## config.mk

```make
export PLATFORM = sky130hd
export DESIGN_NAME = slc_lane_cfg
export DESIGN_NICKNAME = d
export VERILOG_FILES = /design/src/common/slc_pkg.sv /design/src/slc_lane_cfg.sv /design/src/slc_pair_buf.sv /design/src/slc_prbs_gen.sv
export VERILOG_INCLUDE_DIRS = /design/src /design/src/common
export SDC_FILE = /design/constraint.sdc
export NUM_CORES = 2
export LEC_CHECK = 0
export ABC_AREA = 1
export CORE_MARGIN = 8
export CORE_UTILIZATION = 35
export CTS_BUF_LIST = sky130_fd_sc_hd__clkbuf_16
export DETAILED_ROUTE_END_ITERATION = 8
export DONT_BUFFER_PORTS = 1
export GPL_TIMING_DRIVEN = 0
export SETUP_SLACK_MARGIN = 0.2
export SLEW_MARGIN = 10
export SYNTH_ARGS = -nofsm -noshare
export SYNTH_HDL_FRONTEND = slang
export SYNTH_SLANG_ARGS = --single-unit
```

## constraint.sdc

```tcl
create_clock -name REF_CLK -period 4.55 [get_ports REF_CLK]
set_input_delay 0.455 -clock REF_CLK [delete_from_list [all_inputs] [get_ports REF_CLK]]
set_output_delay 0.455 -clock REF_CLK [all_outputs]
set_load 0.01 [all_outputs]
```

## src/common/slc_regs.svh

```systemverilog
// Register map, field positions and timing constants for the lane configuration block
// How it works
// - Scramble payload only while scrambler enable set
// - Frames per multiframe is field plus one
// - Program enable picks programmed over default IDs
// - First channel ID from bits 7-4
// - Second channel ID from bits 3-0
// - Polynomial code picks order 7/15/23/31
// - Test code six emits selected pseudo-random pattern
// - Sample LSBs stay zero unless flag enabled
// - Auto trigger ignores pins, else pin trigger
// - Ratio alarm when low/high ratio below three
`ifndef SLC_REGS_SVH
`define SLC_REGS_SVH

`define SLC_SCR_OFS        8'h25
`define SLC_MFL_OFS        8'h26
`define SLC_LIDC_OFS       8'h28
`define SLC_LIDV_OFS       8'h2D
`define SLC_POLY_OFS       8'h36
`define SLC_BURST_OFS      8'h37

`define SLC_REG_RESET      8'h00
`define SLC_SCR_WMASK      8'h80
`define SLC_MFL_WMASK      8'h1F
`define SLC_LIDC_WMASK     8'h08
`define SLC_LIDV_WMASK     8'hFF
`define SLC_BURST_WMASK    8'hF8

`define SLC_SCRAMBLER_ENABLE_BIT     7
`define SLC_K_MSB          4
`define SLC_K_LSB          0
`define SLC_LID_PROG_BIT   3
`define SLC_FIRST_CHANNEL_LANE_ID_MSB       7
`define SLC_FIRST_CHANNEL_LANE_ID_LSB       4
`define SLC_SECOND_CHANNEL_LANE_ID_MSB       3
`define SLC_SECOND_CHANNEL_LANE_ID_LSB       0
`define SLC_POLY_MSB       7
`define SLC_POLY_LSB       6
`define SLC_UPPER_EN_BIT   7
`define SLC_LOWER_EN_BIT   6
`define SLC_LOAD_BIT       5
`define SLC_TRIG_SEL_BIT   4
`define SLC_AUTO_BIT       3
`define SLC_RATIO_BIT      1
`define SLC_UPPER_LSB_POS  1
`define SLC_LOWER_LSB_POS  0

`define SLC_TEST_PRBS      3'h6
`define SLC_RATIO_MIN      30'h3
`define SLC_FRAMES_RESET   6'h01
`define SLC_DEF_LID_A      4'h0
`define SLC_DEF_LID_B      4'h1
`define SLC_DEF_LID_C      4'h2
`define SLC_DEF_LID_D      4'h3

`define SLC_CLK_PERIOD_NS  40
`define SLC_AUTO_TRIG_NS   400
`define SLC_AUTO_TRIG_CYC  ((`SLC_AUTO_TRIG_NS + `SLC_CLK_PERIOD_NS - 1) / `SLC_CLK_PERIOD_NS)

`define SLC_BUF_DEPTH      2'h2
`define SLC_SCR_TAP_A      13
`define SLC_SCR_TAP_B      14
`define SLC_SCR_RESET      15'h7FFF
`define SLC_PRBS_SEED      31'h7FFFFFFF
`define SLC_PRBS7_A        6
`define SLC_PRBS7_B        5
`define SLC_PRBS15_A       14
`define SLC_PRBS15_B       13
`define SLC_PRBS23_A       22
`define SLC_PRBS23_B       17
`define SLC_PRBS31_A       30
`define SLC_PRBS31_B       27

`endif

```

## src/common/slc_pkg.sv

```systemverilog
// Types shared by the lane configuration block
package slc_pkg;

  typedef struct packed {
    logic [15:0] first;
    logic [15:0] second;
  } slc_pair_word_type;

  typedef struct packed {
    logic        scrambler_enable;
    logic [5:0]  frames;
    logic [3:0]  lid_first;
    logic [3:0]  lid_second;
  } slc_link_cfg_type;

  typedef enum logic [1:0] {
    SLC_POLY7,
    SLC_POLY15,
    SLC_POLY23,
    SLC_POLY31
  } slc_poly_type;

  typedef enum logic [1:0] {
    SLC_ST_IDLE,
    SLC_ST_LOAD,
    SLC_ST_RUN
  } slc_link_state_type;

endpackage

```

## src/slc_lane_cfg.sv

```systemverilog
// Paged link configuration, burst-mode control and per-pair transmit word path
`timescale 1ns/10ps
`default_nettype none
`include "slc_regs.svh"
module slc_lane_cfg
  import slc_pkg::*;
(
  input  wire logic                    REF_CLK,        // Sample clock
  input  wire logic                    RST_N,          // Synchronous reset, active low
  input  wire logic                    REG_PAGE,       // Serializer pair page, 0 AB, 1 CD
  input  wire logic                    REG_WR,         // Register write strobe
  input  wire logic                    REG_RD,         // Register read strobe
  input  wire logic [7:0]              REG_ADDR,       // Register offset
  input  wire logic [7:0]              REG_WDATA,      // Write data
  output var  logic [7:0]              REG_RDATA,      // Read data
  output var  logic                    REG_RVALID,     // Read data valid
  input  wire logic                    LINK_INIT,      // Link (re)initialisation request
  output var  logic                    LINK_RUNNING,   // Settings applied, words flow
  output var  slc_link_cfg_type [1:0]  LINK_CFG,       // Applied settings per pair
  input  wire logic [2:0]              LINK_TEST_SEL,  // Link test pattern select
  input  wire slc_poly_type            POLY_SEL_IN,    // Test polynomial select
  input  wire logic [1:0]              HR_FLAG,        // High-resolution indicator per pair
  input  wire logic [1:0]              TRIG_PIN,       // Trigger pins, 0 AB, 1 CD
  output var  logic [1:0]              BURST_TRIG,     // Burst trigger per pair
  input  wire logic [27:0]             LOW_RES_COUNT,  // Low-resolution sample count
  input  wire logic [27:0]             HIGH_RES_COUNT, // High-resolution sample count
  input  wire logic [1:0]              IN_VALID,       // Sample word offered
  output var  logic [1:0]              IN_READY,       // Sample word taken
  input  wire slc_pair_word_type [1:0] IN_DATA,        // Sample word per pair
  output var  logic [1:0]              OUT_VALID,      // Lane word held
  input  wire logic [1:0]              OUT_READY,      // Lane word taken
  output var  slc_pair_word_type [1:0] OUT_DATA        // Lane word per pair
);

  // Self-synchronous scrambler, 1 + x^14 + x^15, MSB first
  function automatic logic [30:0] scr16(input logic [15:0] d, input logic [14:0] st_in);
    logic [14:0] st;
    logic [15:0] o;
    logic        b;
    st = st_in;
    o  = 16'h0000;
    for (int i = 15; i >= 0; i--) begin
      b    = d[i] ^ st[`SLC_SCR_TAP_A] ^ st[`SLC_SCR_TAP_B];
      o[i] = b;
      st   = {st[13:0], b};
    end
    return {st, o};
  endfunction

  // Receiver-side inverse, only read by the checks
  function automatic logic [15:0] descr16(input logic [15:0] s, input logic [14:0] st_in);
    logic [14:0] st;
    logic [15:0] d;
    st = st_in;
    d  = 16'h0000;
    for (int i = 15; i >= 0; i--) begin
      d[i] = s[i] ^ st[`SLC_SCR_TAP_A] ^ st[`SLC_SCR_TAP_B];
      st   = {st[13:0], s[i]};
    end
    return d;
  endfunction

  logic [1:0][7:0]    scr_reg;
  logic [1:0][7:0]    mfl_reg;
  logic [1:0][7:0]    lidc_reg;
  logic [1:0][7:0]    lidv_reg;
  logic [1:0][7:0]    burst_reg;
  logic [1:0]         ratio_inv;
  logic [1:0][27:0]   lo_cnt;
  logic [1:0][27:0]   hi_cnt;
  slc_link_state_type state;
  slc_link_state_type next_state;
  logic [7:0]         auto_cnt;

  wire sel_scr   = (REG_ADDR == `SLC_SCR_OFS);
  wire sel_mfl   = (REG_ADDR == `SLC_MFL_OFS);
  wire sel_lidc  = (REG_ADDR == `SLC_LIDC_OFS);
  wire sel_lidv  = (REG_ADDR == `SLC_LIDV_OFS);
  wire sel_poly  = (REG_ADDR == `SLC_POLY_OFS);
  wire sel_burst = (REG_ADDR == `SLC_BURST_OFS);
  wire [7:0] poly_rd  = 8'(POLY_SEL_IN) << `SLC_POLY_LSB;
  wire [7:0] burst_rd = burst_reg[REG_PAGE] | (8'(ratio_inv[REG_PAGE]) << `SLC_RATIO_BIT);
  // Unmapped offsets and reserved bits read as zero
  wire [7:0] rd_mux = sel_scr   ? scr_reg[REG_PAGE]  :
                      sel_mfl   ? mfl_reg[REG_PAGE]  :
                      sel_lidc  ? lidc_reg[REG_PAGE] :
                      sel_lidv  ? lidv_reg[REG_PAGE] :
                      sel_poly  ? poly_rd            :
                      sel_burst ? burst_rd           : `SLC_REG_RESET;
  wire auto_pulse = (auto_cnt == 8'(`SLC_AUTO_TRIG_CYC - 1));
  wire test_prbs  = (LINK_TEST_SEL == `SLC_TEST_PRBS);
  wire load_cfg   = (state == SLC_ST_LOAD);

  // Reserved bits are masked off so a careless write cannot reach the logic
  always_ff @(posedge REF_CLK) begin
    if (!RST_N) begin
      scr_reg   <= {2{`SLC_REG_RESET}};
      mfl_reg   <= {2{`SLC_REG_RESET}};
      lidc_reg  <= {2{`SLC_REG_RESET}};
      lidv_reg  <= {2{`SLC_REG_RESET}};
      burst_reg <= {2{`SLC_REG_RESET}};
    end else if (REG_WR) begin
      if (sel_scr)   scr_reg[REG_PAGE]   <= REG_WDATA & `SLC_SCR_WMASK;
      if (sel_mfl)   mfl_reg[REG_PAGE]   <= REG_WDATA & `SLC_MFL_WMASK;
      if (sel_lidc)  lidc_reg[REG_PAGE]  <= REG_WDATA & `SLC_LIDC_WMASK;
      if (sel_lidv)  lidv_reg[REG_PAGE]  <= REG_WDATA & `SLC_LIDV_WMASK;
      if (sel_burst) burst_reg[REG_PAGE] <= REG_WDATA & `SLC_BURST_WMASK;
    end
  end

  always_ff @(posedge REF_CLK) begin
    if (!RST_N) begin
      REG_RDATA  <= `SLC_REG_RESET;
      REG_RVALID <= 1'b0;
    end else begin
      REG_RVALID <= REG_RD;
      if (REG_RD) REG_RDATA <= rd_mux;
    end
  end

  // Settings are copied to the link only in the load state
  always_comb begin
    case (state)
      SLC_ST_IDLE: next_state = LINK_INIT ? SLC_ST_LOAD : SLC_ST_IDLE;
      SLC_ST_LOAD: next_state = SLC_ST_RUN;
      SLC_ST_RUN:  next_state = LINK_INIT ? SLC_ST_LOAD : SLC_ST_RUN;
      default:     next_state = SLC_ST_IDLE;
    endcase
  end

  always_ff @(posedge REF_CLK) begin
    if (!RST_N) begin
      state    <= SLC_ST_IDLE;
      auto_cnt <= 8'h00;
    end else begin
      state    <= next_state;
      auto_cnt <= auto_pulse ? 8'h00 : 8'(auto_cnt + 8'h01);
    end
  end

  assign LINK_RUNNING = (state == SLC_ST_RUN);

  for (genvar g = 0; g < 2; g++) begin : g_pair
    localparam logic [3:0] DEF_FIRST  = (g == 0) ? `SLC_DEF_LID_A : `SLC_DEF_LID_C;
    localparam logic [3:0] DEF_SECOND = (g == 0) ? `SLC_DEF_LID_B : `SLC_DEF_LID_D;
    slc_pair_word_type prep;
    slc_pair_word_type push_data;
    logic [14:0]       scr_state;
    logic [15:0]       prbs_first;
    logic [15:0]       prbs_second;
    logic [30:0]       scr_a;
    logic [30:0]       scr_b;
    logic              buf_ready;
    logic              push;
    wire lid_prog  = lidc_reg[g][`SLC_LID_PROG_BIT];
    wire upper_en  = burst_reg[g][`SLC_UPPER_EN_BIT];
    wire lower_en  = burst_reg[g][`SLC_LOWER_EN_BIT];
    wire auto_en   = burst_reg[g][`SLC_AUTO_BIT];
    wire trig_sel  = burst_reg[g][`SLC_TRIG_SEL_BIT];
    wire pin_trig  = trig_sel ? TRIG_PIN[1 - g] : TRIG_PIN[g];
    wire ratio_low = 30'(lo_cnt[g]) < (30'(hi_cnt[g]) * `SLC_RATIO_MIN);
    wire scr_on    = LINK_CFG[g].scrambler_enable;

    assign push        = IN_VALID[g] & buf_ready & LINK_RUNNING;
    assign IN_READY[g] = buf_ready & LINK_RUNNING;

    // Low two bits carry the indicator only where enabled
    always_comb begin
      prep = IN_DATA[g];
      prep.first[`SLC_UPPER_LSB_POS]  = upper_en & HR_FLAG[g];
      prep.first[`SLC_LOWER_LSB_POS]  = lower_en & HR_FLAG[g];
      prep.second[`SLC_UPPER_LSB_POS] = upper_en & HR_FLAG[g];
      prep.second[`SLC_LOWER_LSB_POS] = lower_en & HR_FLAG[g];
      if (test_prbs) begin
        prep = {prbs_first, prbs_second};
      end
    end

    // One state per pair: the two lanes share it, so a receiver must descramble in order
    assign scr_a     = scr16(prep.first, scr_state);
    assign scr_b     = scr16(prep.second, scr_a[30:16]);
    assign push_data = scr_on ? {scr_a[15:0], scr_b[15:0]} : prep;

    always_ff @(posedge REF_CLK) begin
      if (!RST_N) begin
        scr_state <= `SLC_SCR_RESET;
      end else if (push && scr_on) begin
        scr_state <= scr_b[30:16];
      end
    end

    always_ff @(posedge REF_CLK) begin
      if (!RST_N) begin
        LINK_CFG[g] <= {1'b0, `SLC_FRAMES_RESET, DEF_FIRST, DEF_SECOND};
      end else if (load_cfg) begin
        LINK_CFG[g].scrambler_enable     <= scr_reg[g][`SLC_SCRAMBLER_ENABLE_BIT];
        LINK_CFG[g].frames     <= 6'(mfl_reg[g][`SLC_K_MSB:`SLC_K_LSB]) + 6'h01;
        LINK_CFG[g].lid_first  <= lid_prog ? lidv_reg[g][`SLC_FIRST_CHANNEL_LANE_ID_MSB:`SLC_FIRST_CHANNEL_LANE_ID_LSB]
                                           : DEF_FIRST;
        LINK_CFG[g].lid_second <= lid_prog ? lidv_reg[g][`SLC_SECOND_CHANNEL_LANE_ID_MSB:`SLC_SECOND_CHANNEL_LANE_ID_LSB]
                                           : DEF_SECOND;
      end
    end

    always_ff @(posedge REF_CLK) begin
      if (!RST_N) begin
        BURST_TRIG[g] <= 1'b0;
        ratio_inv[g]  <= 1'b0;
        lo_cnt[g]     <= 28'h0000000;
        hi_cnt[g]     <= 28'h0000000;
      end else begin
        BURST_TRIG[g] <= auto_en ? auto_pulse : pin_trig;
        ratio_inv[g]  <= ratio_low;
        if (burst_reg[g][`SLC_LOAD_BIT]) begin
          lo_cnt[g] <= LOW_RES_COUNT;
          hi_cnt[g] <= HIGH_RES_COUNT;
        end
      end
    end

    slc_prbs_gen u_prbs_first (
      .clk      (REF_CLK),
      .rst_n    (RST_N),
      .poly_sel (POLY_SEL_IN),
      .advance  (push && test_prbs),
      .word     (prbs_first)
    );

    slc_prbs_gen u_prbs_second (
      .clk      (REF_CLK),
      .rst_n    (RST_N),
      .poly_sel (POLY_SEL_IN),
      .advance  (push && test_prbs),
      .word     (prbs_second)
    );

    slc_pair_buf u_buf (
      .clk       (REF_CLK),
      .rst_n     (RST_N),
      .in_valid  (IN_VALID[g] & LINK_RUNNING),
      .in_ready  (buf_ready),
      .in_data   (push_data),
      .out_valid (OUT_VALID[g]),
      .out_ready (OUT_READY[g]),
      .out_data  (OUT_DATA[g])
    );

  end
endmodule
`default_nettype wire

```

## src/slc_pair_buf.sv

```systemverilog
// Two-entry buffer for one lane pair word stream
`timescale 1ns/10ps
`default_nettype none
`include "slc_regs.svh"
module slc_pair_buf
  import slc_pkg::*;
(
  input  wire logic              clk,       // Sample clock
  input  wire logic              rst_n,     // Synchronous reset, active low
  input  wire logic              in_valid,  // Word offered
  output var  logic              in_ready,  // Room for a word
  input  wire slc_pair_word_type in_data,   // Word in
  output var  logic              out_valid, // Word held
  input  wire logic              out_ready, // Receiver takes word
  output var  slc_pair_word_type out_data   // Oldest word
);
  slc_pair_word_type [1:0] mem;
  logic [1:0]              count;
  logic                    wr_ptr;
  logic                    rd_ptr;
  wire                     push = in_valid & in_ready;
  wire                     pop  = out_valid & out_ready;

  assign in_ready  = (count != `SLC_BUF_DEPTH);
  assign out_valid = (count != 2'h0);
  assign out_data  = mem[rd_ptr];

  always_ff @(posedge clk) begin
    if (!rst_n) begin
      count  <= 2'h0;
      wr_ptr <= 1'b0;
      rd_ptr <= 1'b0;
      mem    <= '0;
    end else begin
      if (push) begin
        mem[wr_ptr] <= in_data;
        wr_ptr      <= ~wr_ptr;
      end
      if (pop) begin
        rd_ptr <= ~rd_ptr;
      end
      count <= 2'(count + {1'b0, push} - {1'b0, pop});
    end
  end
endmodule
`default_nettype wire

```

## src/slc_prbs_gen.sv

```systemverilog
// Pseudo-random word generator with selectable polynomial order
`timescale 1ns/10ps
`default_nettype none
`include "slc_regs.svh"
module slc_prbs_gen
  import slc_pkg::*;
(
  input  wire logic         clk,      // Sample clock
  input  wire logic         rst_n,    // Synchronous reset, active low
  input  wire slc_poly_type poly_sel, // Polynomial order
  input  wire logic         advance,  // Step to the next word
  output var  logic [15:0]  word      // Current pattern word
);
  logic [30:0] lfsr;
  logic [30:0] next_lfsr;
  logic [15:0] next_word;

  // Sixteen serial steps per word, first bit in the MSB
  always_comb begin
    logic [30:0] st;
    logic        fb;
    st        = lfsr;
    fb        = 1'b0;
    next_word = 16'h0000;
    for (int i = 15; i >= 0; i--) begin
      case (poly_sel)
        SLC_POLY7:  fb = st[`SLC_PRBS7_A] ^ st[`SLC_PRBS7_B];
        SLC_POLY15: fb = st[`SLC_PRBS15_A] ^ st[`SLC_PRBS15_B];
        SLC_POLY23: fb = st[`SLC_PRBS23_A] ^ st[`SLC_PRBS23_B];
        SLC_POLY31: fb = st[`SLC_PRBS31_A] ^ st[`SLC_PRBS31_B];
        default:    fb = st[`SLC_PRBS7_A] ^ st[`SLC_PRBS7_B];
      endcase
      next_word[i] = fb;
      st = {st[29:0], fb};
    end
    next_lfsr = st;
  end

  always_ff @(posedge clk) begin
    if (!rst_n) begin
      lfsr <= `SLC_PRBS_SEED;
      word <= 16'h0000;
    end else if (advance) begin
      lfsr <= next_lfsr;
      word <= next_word;
    end
  end
endmodule
`default_nettype wire

```

==> out/qor.yml <==
sta:
  post-route-period-util_pct: 84.8
  worst_clock_skew_ps: 44.9
  hold_violations: 0
  tns_ps: 0
  finalSetupViolCount: 0
  report.final.slew_viol_count: 0
  worst_slew_margin_rel_pct: 24.3
  rsz_0062_raised_after_global_routing: "no"
  worst-slew-pin-transition_ps: 1140
  timing.final.crit_period_ps: 3860
  highest_clock_frequency_the_design_can_meet_mhz: 259
layout:
  largest-register: "g_pair.u_buf.mem"
  layout.nets: 5095
  regArea_sq_mm: 0.0112
  multi_input_area_sq_mm: 0.0177
  finish.utilization_pct: 40.0
  p_r_area_growth_vs_syn_pct: 13.8
  fill_cell_total_of_the_finished_layout: 9490
  flip_flop_count_of_the_largest_register_all_copies_and_words_added: 128
  post_route_cells_drive_above_1_share_pct: 4.07
  layout_top_registers: "g_pair.u_buf.mem (128), g_pair.u_prbs_first.lfsr (62), g_pair.u_prbs_second.lfsr (62)"
placed_design:
  buffer_ports.inserted: 0
  gp_congestion: 1.00
  hpwl_mm: 102
yosys:
  number_of_synthesized_flops_with_an_enable_pin: 0
  syn-instance-count: 4686
  synthDominantAreaCellType: "sky130_fd_sc_hd__dfxtp_1"
  area_share_of_and_or_nand_nor_cells_after_synthesis_pct: 24.5
  synth_xor_xnor_area_share_pct: 4.38
  synth_seq_cells: 559
  synth.avg_cell_area_sq_um: 6.72
  ys.flop_type: "sky130_fd_sc_hd__dfxtp_1"
  yosys-mux-area-fraction_pct: 0.0636
  synth_top_cells_by_count: "sky130_fd_sc_hd__nand2_1, sky130_fd_sc_hd__dfxtp_1, sky130_fd_sc_hd__o21ai_0, sky130_fd_sc_hd__a21oi_1, sky130_fd_sc_hd__inv_1"
  synth_top_family_by_area: "simple AND/OR/NAND/NOR gates"
  post_synth_instance_area_sq_mm: 0.0315
  most_area_consuming_cells_after_synthesis: "sky130_fd_sc_hd__dfxtp_1, sky130_fd_sc_hd__nand2_1, sky130_fd_sc_hd__o21ai_0"
  synth-warning-count: 0
  seq_area_frac_synth_pct: 35.5
  synthDistinctLibCells: 56
  post-synth-top-area-fraction_pct: 35.5
  synthesis.nets: 4963
  synthMostInstantiatedCell: "sky130_fd_sc_hd__nand2_1"
  synth-adder-area-share_pct: 4.89
  ys_async_sr_fraction_pct: 0
  synth_compound_gate_area_share_pct: 22.3
critical_path:
  path_common_cell: "sky130_fd_sc_hd__a21oi_1"
  worstPathCellList: "ha_1, inv_1, fa_1, o31ai_1, nand3_1, nand2_1, nand2_1, inv_1, nor2_1, inv_1, a21oi_1, xor2_1, ha_1, a21oi_1, o21ai_0, a21oi_1, nand2_1, a21oi_1, nor2_1, nor2_1"
  worst_path_maximum_fanout: 3
  timing.critical_path.required_ps: 5070
  timing.critical_path.slowest_cell_delay_ps: 530
  worst-setup-path-type: "reg2reg"
  crit_arrival_ps: 4380
  worstSetupEndpointType: "flop"
  worst-r2r-setup-slack_ps: 690
  slowest_stage_cell_crit_path: "sky130_fd_sc_hd__o31ai_1"
  start_kind: "flop"
  worst_r2r_path_depth: 20
clock_network:
  tritoncts_clock_tree: "done"
  post_cts.repair.setup_buffers: 0
  ctsHtreeMaxLevel: 3
  numClockSinks: 559
  cts_buffer_depth: 3
  ctsRootBufferMaster: "sky130_fd_sc_hd__clkbuf_16"
  cts_inserted_buffers: 70
  clk_pin_slew_worst_paths_ps: 60
  cts_hold_repair.buffers: 60
  clock_insertion_delay_worst_skew_ps: 670
  cts-resized-gates: 0
drt:
  drtAntennaViolNets: 0
  routed_wirelength_mm: 131
  dr_total_vias: 32725
  vias_per_cell: 5.40
  routedWlPerCell_um: 21.7
  drt_first_pass_iters: 8
  drc: 0
  first_iter_violations: 3358
floorplanning:
  chipHeight_um: 316
  start_util_pct: 35.2
  die_area_sq_mm: 0.0998
  ios: 265
  row_count: 110
  fp.coreArea_sq_mm: 0.0896
  die_width_um: 316
pwr:
  power_density_mw_per_mm2: 333
  switching_component_of_the_power_mw: 3.40
  ir_worst_vdd_v: 0.000237
  pwr-share-comb_pct: 10.7
  leakage_nw: 16.1
  cell_internal_pwr_mw: 8.52
  power.switching_fraction_pct: 28.5
  power_frac_clock_pct: 47.0
  proportion_of_power_drawn_by_flip_flops_and_latches_pct: 42.2
global_route:
  grt_max_degree: 13
  antenna_found_initial: 28
  grt.overflow.total: 0
  first_global_vias: 30425
  global_route.usage.total_pct: 25.4
  global_route_wire_length_before_repair_mm: 193
min_path:
  hp-class: "in2reg"
  timing.hold.worst_path_depth: 2
flow_run:
  max_cap_viols: 0
run_status:
  status: "finished, final reports clean"
[stage by stage]
stage | hold WS (ps) | worst slack [ps] | area, sq um | cells | total power [mW]
after detailed placement | 444 | 799 | 33000 | 5862 | 6.32
after floorplan | 426 | 1520 | 31500 | 4686 | 5.88
after global routing | 44.4 | 422 | 35800 | 6048 | 12.3
after CTS | 6.56 | 756 | 35800 | 6045 | 12.0
final | 36.9 | 693 | 35900 | 6065 | 11.9
after global placement | 439 | 768 | 33000 | 5862 | 6.32
[layer usage]
layer,global-route usage (%),share of wire (%),up-vias
li1,-,-,15854
met1,32.7,43,15264
met2,40.0,44,1335
met4,9.05,3.4,18
met3,7.62,9.2,254
met5,0,0.091,-
[placed cells by master (no fill, tap or decap), types with 21 or more instances in the layout]
| cell | netlist | final |
|---|---|---|
| sky130_fd_sc_hd__inv_1 | 417 | 424 |
| sky130_fd_sc_hd__ha_1 | 120 | 120 |
| sky130_fd_sc_hd__o21ai_0 | 551 | 551 |
| sky130_fd_sc_hd__dfxtp_1 | 559 | 559 |
| sky130_fd_sc_hd__xnor2_1 | 76 | 76 |
| sky130_fd_sc_hd__clkbuf_1 | 183 | 182 |
| sky130_fd_sc_hd__dlygate4sd3_1 | 0 | 60 |
| sky130_fd_sc_hd__nand4_1 | 34 | 34 |
| sky130_fd_sc_hd__a21oi_1 | 481 | 481 |
| sky130_fd_sc_hd__nor2_1 | 413 | 413 |
| sky130_fd_sc_hd__xor2_1 | 74 | 74 |
| sky130_fd_sc_hd__o22ai_1 | 21 | 21 |
| sky130_fd_sc_hd__nand3_1 | 217 | 217 |
| sky130_fd_sc_hd__clkbuf_16 | 0 | 70 |
| sky130_fd_sc_hd__nor3_1 | 34 | 34 |
| sky130_fd_sc_hd__nand2_1 | 1123 | 1123 |
| sky130_fd_sc_hd__buf_2 | 29 | 29 |
| sky130_fd_sc_hd__o211ai_1 | 135 | 135 |
[power groups by stage]
stage               logic, mW  clock network (mW)  registers [mW]
floorplan               0.763                   0            5.11
global route             1.37                5.89            5.04
global placement         1.18                   0            5.14
CTS                      1.25                5.68            5.03
finish                   1.28                5.61            5.03
detailed placement       1.18                   0            5.14
[path summary, 6_finish.rpt]
check	startpoint	endpoint
hold / removal	HIGH_RES_COUNT[0]	hi_cnt[28]
setup reg to reg	hi_cnt[29]	ratio_inv[1]
hold reg to reg	g_pair[1].u_buf.mem[33]	g_pair[1].u_buf.mem[33]
setup / recovery	hi_cnt[29]	ratio_inv[1]
[final cells by class]
cell class	count	area share, %
diodes	20	0.140
plain buffers	245	2.84
clock buffers	70	4.89
clock inverters	53	1.34
inverters	427	4.47
multi-input cells	3455	49.3
flip-flops and latches	559	31.2
well taps	1176	4.10
repair buffers	60	1.68
[logic make-up (layout without fill, tap and decap cells)]
logic type,Yosys count,in the layout
and+or+nand+nor,1891,1891
AOI/OAI and AO/OA,1286,1286
buffers and inverters,672,855
DFF,559,559
xor gates and xnor gates,154,154
adders and majority gates,122,122
muxes,2,2
other,0,20
[worst max-delay path, delay by kind of cell, from the launching register on]
family | cells | cell delay (ps)
buf+inv | 3 | 170
fa+ha+maj | 3 | 880
flops | 1 | 350
xor+xnor | 1 | 160
simple gates | 7 | 930
compound gates | 6 | 1240
No activity file was read; power rests on OpenSTA's default activity.
